### src/hdl/can_rx_pkg.sv
package can_rx_pkg;
  localparam logic [7:0]  RX_FIFO0_STATUS_OFS = 8'h0C;
  localparam logic [7:0]  RX_FIFO1_STATUS_OFS = 8'h10;
  localparam logic [7:0]  IRQ_EN_OFS          = 8'h14;
  localparam int          ADR_MSB             = 7;
  localparam int          ADR_LSB             = 2;
  localparam int          COUNT_LSB           = 0;
  localparam int          COUNT_MSB           = 1;
  localparam int          RSVD_BIT            = 2;
  localparam int          FULL_BIT            = 3;
  localparam int          OVR_BIT             = 4;
  localparam int          REL_BIT             = 5;
  localparam int          RSVD_HI_LSB         = 6;
  localparam int          PEND0_IEN_BIT       = 1;
  localparam int          FULL0_IEN_BIT       = 2;
  localparam int          OVR0_IEN_BIT        = 3;
  localparam int          PEND1_IEN_BIT       = 4;
  localparam int          FULL1_IEN_BIT       = 5;
  localparam int          OVR1_IEN_BIT        = 6;
  localparam logic [1:0]  CNT_ZERO            = 2'h0;
  localparam logic [1:0]  CNT_ONE             = 2'h1;
  localparam logic [1:0]  LAST_IDX            = 2'h2;
  localparam logic [1:0]  MSG_DEPTH           = 2'h3;
  localparam logic [5:0]  IRQ_EN_RESET        = 6'h00;
  localparam logic [31:0] REG_RESET           = 32'h0000_0000;
endpackage : can_rx_pkg

### src/hdl/rx_fifo_if.sv
`timescale 1ns/1ns
interface rx_fifo_if;
  logic       store;
  logic       clr_full;
  logic       clr_ovr;
  logic       rel_wr;
  logic [1:0] count;
  logic [1:0] head;
  logic [1:0] tail;
  logic       full;
  logic       ovr;
  logic       rel;
  logic       pop;
  logic       accept;
  modport ctrl (input store, clr_full, clr_ovr, rel_wr,
                output count, head, tail, full, ovr, rel, pop, accept);
  modport host (output store, clr_full, clr_ovr, rel_wr,
                input count, head, tail, full, ovr, rel, pop, accept);
endinterface : rx_fifo_if

### src/hdl/rx_fifo_ctrl.sv
`timescale 1ns/1ns
module rx_fifo_ctrl (
  input  wire logic clk_i,
  input  wire logic rst_i,
  input  wire logic ce_i,
  rx_fifo_if.ctrl   f
);
  logic at_full;

  function automatic logic [1:0] next_idx(input logic [1:0] i);
    next_idx = (i == can_rx_pkg::LAST_IDX) ? can_rx_pkg::CNT_ZERO : 2'(i + can_rx_pkg::CNT_ONE);
  endfunction : next_idx

  assign at_full  = (f.count == can_rx_pkg::MSG_DEPTH);
  assign f.pop    = f.rel & ce_i;
  assign f.accept = f.store & ce_i & (~at_full | f.pop);

  // Message count
  always_ff @(posedge clk_i)
  begin
    if (rst_i)
      f.count <= can_rx_pkg::CNT_ZERO;
    else if (f.accept & ~f.pop)
      f.count <= 2'(f.count + can_rx_pkg::CNT_ONE);
    else if (f.pop & ~f.accept)
      f.count <= 2'(f.count - can_rx_pkg::CNT_ONE);
  end

  // Oldest and next slot indices
  always_ff @(posedge clk_i)
  begin
    if (rst_i)
    begin
      f.head <= can_rx_pkg::CNT_ZERO;
      f.tail <= can_rx_pkg::CNT_ZERO;
    end
    else
    begin
      if (f.pop)
        f.head <= next_idx(f.head);
      if (f.accept)
        f.tail <= next_idx(f.tail);
    end
  end

  // Full flag, set wins over clear
  always_ff @(posedge clk_i)
  begin
    if (rst_i)
      f.full <= 1'b0;
    else if (ce_i)
    begin
      if (f.accept & ~f.pop & (f.count == can_rx_pkg::LAST_IDX))
        f.full <= 1'b1;
      else if (f.clr_full)
        f.full <= 1'b0;
    end
  end

  // Overrun flag, set wins over clear
  always_ff @(posedge clk_i)
  begin
    if (rst_i)
      f.ovr <= 1'b0;
    else if (ce_i)
    begin
      if (f.store & at_full & ~f.pop)
        f.ovr <= 1'b1;
      else if (f.clr_ovr)
        f.ovr <= 1'b0;
    end
  end

  // Release request, self clearing
  always_ff @(posedge clk_i)
  begin
    if (rst_i)
      f.rel <= 1'b0;
    else if (ce_i)
    begin
      if (f.rel)
        f.rel <= 1'b0;
      else if (f.rel_wr & (f.count != can_rx_pkg::CNT_ZERO))
        f.rel <= 1'b1;
    end
  end

  property p_count_inc;
    @(posedge clk_i) disable iff (rst_i)
    (ce_i && f.store && !at_full && !f.pop) |=> (f.count == 2'($past(f.count) + 2'h1));
  endproperty
  a_count_inc: assert property (p_count_inc) else $error("count did not rise on store");

  property p_count_dec;
    @(posedge clk_i) disable iff (rst_i)
    (f.pop && !f.store) |=> (f.count == 2'($past(f.count) - 2'h1));
  endproperty
  a_count_dec: assert property (p_count_dec) else $error("count did not fall on release");

  property p_full_set;
    @(posedge clk_i) disable iff (rst_i)
    (ce_i && f.store && f.count == 2'h2 && !f.pop) |=> (f.full && f.count == 2'h3);
  endproperty
  a_full_set: assert property (p_full_set) else $error("full not set at three");

  property p_full_hold;
    @(posedge clk_i) disable iff (rst_i)
    (f.full && !(ce_i && f.clr_full)) |=> f.full;
  endproperty
  a_full_hold: assert property (p_full_hold) else $error("full dropped without clear");

  property p_ovr_set;
    @(posedge clk_i) disable iff (rst_i)
    (ce_i && f.store && f.count == 2'h3 && !f.pop) |=> (f.ovr && f.count == 2'h3 && $stable(f.tail));
  endproperty
  a_ovr_set: assert property (p_ovr_set) else $error("overrun handling wrong");

  property p_ovr_hold;
    @(posedge clk_i) disable iff (rst_i)
    (f.ovr && !(ce_i && f.clr_ovr)) |=> f.ovr;
  endproperty
  a_ovr_hold: assert property (p_ovr_hold) else $error("overrun dropped without clear");

  property p_rel_clear;
    @(posedge clk_i) disable iff (rst_i)
    (f.rel && ce_i) |=> (!f.rel && f.head != $past(f.head));
  endproperty
  a_rel_clear: assert property (p_rel_clear) else $error("release not consumed");

  property p_rel_ignore;
    @(posedge clk_i) disable iff (rst_i)
    (ce_i && f.rel_wr && f.count == 2'h0 && !f.rel) |=> !f.rel;
  endproperty
  a_rel_ignore: assert property (p_rel_ignore) else $error("release taken while empty");
endmodule : rx_fifo_ctrl

### src/hdl/can_rx_fifo_status.sv
// Implementation choice: the Wishbone slave port.
`timescale 1ns/1ns
module can_rx_fifo_status (
  input  wire logic        clk_i,
  input  wire logic        rst_i,
  input  wire logic        ce_i,
  input  wire logic        wb_cyc_i,
  input  wire logic        wb_stb_i,
  input  wire logic        wb_we_i,
  input  wire logic [7:2]  wb_adr_i,
  input  wire logic [3:0]  wb_sel_i,
  input  wire logic [31:0] wb_dat_i,
  output logic      [31:0] wb_dat_o,
  output logic             wb_ack_o,
  input  wire logic        rx0_store_i,
  input  wire logic        rx1_store_i,
  output logic             rx0_accept_o,
  output logic             rx1_accept_o,
  output logic      [1:0]  rx0_head_o,
  output logic      [1:0]  rx1_head_o,
  output logic      [1:0]  rx0_tail_o,
  output logic      [1:0]  rx1_tail_o,
  output logic             rx0_pop_o,
  output logic             rx1_pop_o,
  output logic             irq_o
);
  rx_fifo_if f0 ();
  rx_fifo_if f1 ();

  logic       req;
  logic       wr_fire;
  logic       sel_f0;
  logic       sel_f1;
  logic       sel_ien;
  logic [6:1] irq_en;
  logic [6:1] irq_src;
  logic [31:0] next_rd;
  logic [31:0] f0_word;
  logic [31:0] f1_word;

  assign req     = wb_cyc_i & wb_stb_i;
  assign sel_f0  = (wb_adr_i == can_rx_pkg::RX_FIFO0_STATUS_OFS[can_rx_pkg::ADR_MSB:can_rx_pkg::ADR_LSB]);
  assign sel_f1  = (wb_adr_i == can_rx_pkg::RX_FIFO1_STATUS_OFS[can_rx_pkg::ADR_MSB:can_rx_pkg::ADR_LSB]);
  assign sel_ien = (wb_adr_i == can_rx_pkg::IRQ_EN_OFS[can_rx_pkg::ADR_MSB:can_rx_pkg::ADR_LSB]);
  // Write takes effect at the edge where ack is high, low byte lane only
  assign wr_fire = req & wb_we_i & wb_ack_o & wb_sel_i[0] & ce_i;

  assign f0.store    = rx0_store_i;
  assign f1.store    = rx1_store_i;
  assign f0.clr_full = wr_fire & sel_f0 & wb_dat_i[can_rx_pkg::FULL_BIT];
  assign f1.clr_full = wr_fire & sel_f1 & wb_dat_i[can_rx_pkg::FULL_BIT];
  assign f0.clr_ovr  = wr_fire & sel_f0 & wb_dat_i[can_rx_pkg::OVR_BIT];
  assign f1.clr_ovr  = wr_fire & sel_f1 & wb_dat_i[can_rx_pkg::OVR_BIT];
  assign f0.rel_wr   = wr_fire & sel_f0 & wb_dat_i[can_rx_pkg::REL_BIT];
  assign f1.rel_wr   = wr_fire & sel_f1 & wb_dat_i[can_rx_pkg::REL_BIT];

  rx_fifo_ctrl u_fifo0 (
    .clk_i (clk_i),
    .rst_i (rst_i),
    .ce_i  (ce_i),
    .f     (f0.ctrl)
  );

  rx_fifo_ctrl u_fifo1 (
    .clk_i (clk_i),
    .rst_i (rst_i),
    .ce_i  (ce_i),
    .f     (f1.ctrl)
  );

  assign rx0_accept_o = f0.accept;
  assign rx1_accept_o = f1.accept;
  assign rx0_head_o   = f0.head;
  assign rx1_head_o   = f1.head;
  assign rx0_tail_o   = f0.tail;
  assign rx1_tail_o   = f1.tail;
  assign rx0_pop_o    = f0.pop;
  assign rx1_pop_o    = f1.pop;

  // Status words, reserved bits zero
  always_comb
  begin
    f0_word = can_rx_pkg::REG_RESET;
    f0_word[can_rx_pkg::COUNT_MSB:can_rx_pkg::COUNT_LSB] = f0.count;
    f0_word[can_rx_pkg::FULL_BIT] = f0.full;
    f0_word[can_rx_pkg::OVR_BIT]  = f0.ovr;
    f0_word[can_rx_pkg::REL_BIT]  = f0.rel;
    f1_word = can_rx_pkg::REG_RESET;
    f1_word[can_rx_pkg::COUNT_MSB:can_rx_pkg::COUNT_LSB] = f1.count;
    f1_word[can_rx_pkg::FULL_BIT] = f1.full;
    f1_word[can_rx_pkg::OVR_BIT]  = f1.ovr;
    f1_word[can_rx_pkg::REL_BIT]  = f1.rel;
  end

  // Read mux, unmapped reads zero
  always_comb
  begin
    next_rd = can_rx_pkg::REG_RESET;
    if (sel_f0)
      next_rd = f0_word;
    else if (sel_f1)
      next_rd = f1_word;
    else if (sel_ien)
      next_rd[can_rx_pkg::OVR1_IEN_BIT:can_rx_pkg::PEND0_IEN_BIT] = irq_en;
  end

  // Bus acknowledge, one cycle per request
  always_ff @(posedge clk_i)
  begin
    if (rst_i)
      wb_ack_o <= 1'b0;
    else if (ce_i)
      wb_ack_o <= req & ~wb_ack_o;
  end

  // Read data capture
  always_ff @(posedge clk_i)
  begin
    if (rst_i)
      wb_dat_o <= can_rx_pkg::REG_RESET;
    else if (ce_i & req & ~wb_ack_o)
      wb_dat_o <= next_rd;
  end

  // Interrupt enable register
  always_ff @(posedge clk_i)
  begin
    if (rst_i)
      irq_en <= can_rx_pkg::IRQ_EN_RESET;
    else if (wr_fire & sel_ien)
      irq_en <= wb_dat_i[can_rx_pkg::OVR1_IEN_BIT:can_rx_pkg::PEND0_IEN_BIT];
  end

  // Interrupt sources in enable layout
  always_comb
  begin
    irq_src = can_rx_pkg::IRQ_EN_RESET;
    irq_src[can_rx_pkg::PEND0_IEN_BIT] = (f0.count != can_rx_pkg::CNT_ZERO);
    irq_src[can_rx_pkg::FULL0_IEN_BIT] = f0.full;
    irq_src[can_rx_pkg::OVR0_IEN_BIT]  = f0.ovr;
    irq_src[can_rx_pkg::PEND1_IEN_BIT] = (f1.count != can_rx_pkg::CNT_ZERO);
    irq_src[can_rx_pkg::FULL1_IEN_BIT] = f1.full;
    irq_src[can_rx_pkg::OVR1_IEN_BIT]  = f1.ovr;
  end

  assign irq_o = |(irq_en & irq_src);

  property p_irq_pend;
    @(posedge clk_i) disable iff (rst_i)
    (irq_en[1] && f0.count != 2'h0) || (irq_en[4] && f1.count != 2'h0) |-> irq_o;
  endproperty
  a_irq_pend: assert property (p_irq_pend) else $error("pending interrupt missing");

  property p_irq_flags;
    @(posedge clk_i) disable iff (rst_i)
    (irq_o == ((irq_en[1] && f0.count != 2'h0) || (irq_en[2] && f0.full) ||
               (irq_en[3] && f0.ovr) || (irq_en[4] && f1.count != 2'h0) ||
               (irq_en[5] && f1.full) || (irq_en[6] && f1.ovr)));
  endproperty
  a_irq_flags: assert property (p_irq_flags) else $error("interrupt level wrong");

  property p_reset_zero;
    @(posedge clk_i)
    rst_i |=> (f0_word == 32'h0000_0000 && f1_word == 32'h0000_0000 && !irq_o);
  endproperty
  a_reset_zero: assert property (p_reset_zero) else $error("status not zero after reset");

  property p_rsvd_zero;
    @(posedge clk_i) disable iff (rst_i)
    (wb_ack_o && !wb_we_i && (sel_f0 || sel_f1)) |->
      (wb_dat_o[31:6] == 26'h0000000 && !wb_dat_o[2]);
  endproperty
  a_rsvd_zero: assert property (p_rsvd_zero) else $error("reserved bits not zero");
endmodule : can_rx_fifo_status

### config.mk
export PLATFORM = sky130hd
export DESIGN_NAME = can_rx_fifo_status
export DESIGN_NICKNAME = d
export VERILOG_FILES = /design/src/hdl/can_rx_pkg.sv /design/src/hdl/rx_fifo_if.sv /design/src/hdl/rx_fifo_ctrl.sv /design/src/hdl/can_rx_fifo_status.sv
export SDC_FILE = /design/constraint.sdc
export NUM_CORES = 1
export LEC_CHECK = 0
export ABC_AREA = 0
export BUFFER_PORTS_ARGS = -buffer_cell sky130_fd_sc_hd__buf_4
export CORE_MARGIN = 4
export CORE_UTILIZATION = 44
export CTS_CLUSTER_DIAMETER = 40
export DETAILED_ROUTE_END_ITERATION = 8
export MAX_ROUTING_LAYER = met4
export PLACE_DENSITY = 0.85
export SYNTH_ARGS = -nofsm -noshare
export SYNTH_HDL_FRONTEND = slang
export SYNTH_SLANG_ARGS = --single-unit
export TNS_END_PERCENT = 30
### constraint.sdc
create_clock -name clk_i -period 2.1 [get_ports clk_i]
set_clock_uncertainty 0.2 [all_clocks]
set_input_delay 0.105 -clock clk_i [delete_from_list [all_inputs] [get_ports clk_i]]
set_output_delay 0.105 -clock clk_i [all_outputs]
set_load 0.005 [all_outputs]
==> summary.txt <==
Hold path
  • HP Class: in2reg

Die
  • # rows: 22
  • Core Area: 0.00369 mm2
  • Initial Util: 45.8%
  • Full die area: 0.00489 mm2
  • # IOs: 96
  • DIE WIDTH: 69.9 um
  • DIE HEIGHT: 69.9 um

Drt
  • # DRC: 0
  • Vias/cell: 5.03
  • Routed Antenna Nets: 0
  • Initial drt markers: 151
  • Wire per inst: 12.7 um
  • Via count: 1480
  • Drt pass-1 iters: 4
  • Final WL: 3.74 mm

Synthesis
  • Post-Syn Area: 0.00169 mm2
  • Mapped Avg Cell Area: 8.66 um2
  • Yosys top cell area share: 38.0%
  • Commonest cells in the netlist: 32 x dfxtp_1, 25 x buf_4, 22 x nor2_1
  • Unique masters post-synth: 40
  • Synth warn: 0
  • Most frequent cell after synthesis: dfxtp_1
  • Synth Register Bits: 32
  • Area contributors post-synth: dfxtp_1 38%, buf_4 11%, nor2_1 4.9%
  • Post-synth top flop: dfxtp_1
  • Area leader, netlist: dfxtp_1
  • Share of flip-flops with an asynchronous set or reset: 0%
  • Post-synth EDFFs: 0
  • Post-synthesis sequential area ratio: 38.0%
  • Synthesized instance count: 195

Global routing
  • Largest net degree at the start of global routing: 29
  • Initial antenna violation count: 0
  • Vias in the first global route: 1373
  • GRT Overall Usage: 15.8%
  • First-pass GRT wire length: 6.12 mm
  • Gr ovfl total: 0

Pwr
  • Power Internal: 973 uW
  • Static leakage: 0.000917 uW
  • Combinational share of power: 13.3%
  • NetSw: 322 uW
  • Flop pwr share: 49.5%
  • Power per cell area: 613 mW/mm2
  • Switching Share: 24.9%
  • Clock power frac: 37.2%
  • Maximum VDD drop: 464 uV

Critical path
  • Data arrival, critical path: 1.91 ns
  • Endpoint class of the critical path: register
  • Critical Path RT: 2.12 ns
  • CP Launch Type: input pin
  • Largest fanout on the critical path: 13
  • Crit path kind: in2reg

Finish
  • Ant. Diodes: 0
  • Post-Layout Cell Count: 294
  • Final nets: 297
  • Syn-to-layout area delta: 25.1%
  • Layout Utilization: 57.3%
  • Layout cells sized above 1: 23.6%

Clocking
  • H-tree depth: 2
  • CTS tree: yes
  • Worst-path clk slew: 0.07 ns
  • CTS Buffer Depth: 2
  • Root buffer cell: clkbuf_8
  • Clock Latency Late Sink: 0.28 ns
  • Clk sinks: 32
  • TritonCTS Buffers: 5

Place
  • Port Buf Inserts: 41
  • DPL Wire Length: 2.82 mm
  • Gpl congestion: 0.898
  • Dpl cells: 276

Timing
  • Final Cycle Share: 90.0%
  • Endpoints failing setup: 0
  • RSZ-0062 raised after global routing: false
  • Count of pins over their slew limit: 0
  • Final TNS setup: 0 ns
  • Final hold vios: 0
  • Final min period: 1.89 ns
  • Peak Freq: 0.529 GHz

Status
  • Status: completed

Job
  • Max Cap Viol: 0
==> layout by cell type, fill, tap and decap left out, types with 3 or more instances in the layout <==
cell type,instances
o221ai_1,4
xor2_1,4
dlygate4sd3_1,10
nand3b_1,3
o21ai_0,5
o21ai_1,4
nand2_1,8
or3_1,3
a21oi_1,15
dfxtp_1,32
a221oi_1,5
inv_1,5
conb_1,25
nand2b_1,4
buf_4,43
mux2i_1,8
nand3_1,3
nand4_1,5
clkbuf_8,6
nor2_1,22
==> metal layers <==
metal	vias up	track usage, %	wire, um
li1	743	-	-
met1	682	18.0	1650
met2	49	26.4	1830
met3	6	5.61	219
met4	0	4.04	48
met5	-	-	0
==> final timing paths <==
| check | start | endpoint | slack, ns | depth (start not counted) |
|---|---|---|---|---|
| worst max-delay path | ce_i | u_fifo0.f.count[1] | 0.21 | 7 |
| worst min-delay path | wb_adr_i[3] | u_fifo1.f.rel | 0.06 | 4 |
| worst max register to register | u_fifo0.f.rel | u_fifo0.f.count[1] | 0.28 | 5 |
| worst min register to register | wb_dat_o[2] | wb_dat_o[2] | 0.27 | 2 |
==> area by class of cell <==
class | count | area, um2
multi-input cells | 146 | 870
fillers | 334 | 1580
inverters | 7 | 26.3
clock buffers | 6 | 82.6
flip-flops and latches | 32 | 641
well taps | 48 | 60.1
repair buffers | 53 | 423
clock inverters | 2 | 10.0
==> sequential cells by signal, indices dropped and copies added (netlist names) <==
name             count
wb_dat_o             7
irq_en               6
u_fifo0.f.count      2
u_fifo0.f.head       2
u_fifo0.f.tail       2
u_fifo1.f.count      2
u_fifo1.f.head       2
u_fifo1.f.tail       2
u_fifo0.f.full       1
u_fifo0.f.ovr        1
u_fifo0.f.rel        1
u_fifo1.f.full       1
u_fifo1.f.ovr        1
u_fifo1.f.rel        1
wb_ack_o             1
==> worst max-delay path: stages <==
cell	delay, ns
dlygate4sd3_1	0.53
buf_4	0.17
nand2_1	0.07
a21oi_2	0.22
ha_1	0.30
or3_1	0.36
a21oi_1	0.14
==> cells by family (layout without fill, tap and decap cells) <==
kind of cell	count (synthesis)	in the layout	share of synthesized area, %
AO/OA/AOI/OAI	42	42	16.3
other	1	25	0.222
adder cells (fa/ha/maj)	2	2	1.48
buffers and inverters	41	68	15.9
flip-flops	32	32	38.0
XOR/XNOR	4	4	2.08
multiplexers	8	8	4.74
AND/OR/NAND/NOR	65	65	21.3
==> power groups by stage <==
stage / combinational, uW / clock [uW] / sequential, uW
global route: 193 / 529 / 644
detailed placement: 156 / 0 / 654
CTS: 171 / 496 / 641
floorplan: 122 / 0 / 651
finish: 172 / 482 / 641
global placement: 153 / 0 / 654
==> timing repair <==
action                                  4_1_cts  5_1_grt
hold buffers                                 10        0
hold endpoints to repair                     21        0
endpoints found under the setup margin        0        0
resized for setup                             0        0
buffers inserted                              0        0
==> metrics by stage <==
step	cell area [um2]	total power [uW]	setup WS [ns]	hold slack (ns)
2_1_floorplan	1780	773	0.283	0.0522
3_3_place_gp	1920	806	0.323	0.141
3_5_place_dp	1920	810	0.303	0.150
4_1_cts	2110	1310	0.215	0.0547
5_1_grt	2110	1370	0.0972	0.0747
6_report	2110	1300	0.210	0.0602
(Power assumes the default switching activity.)
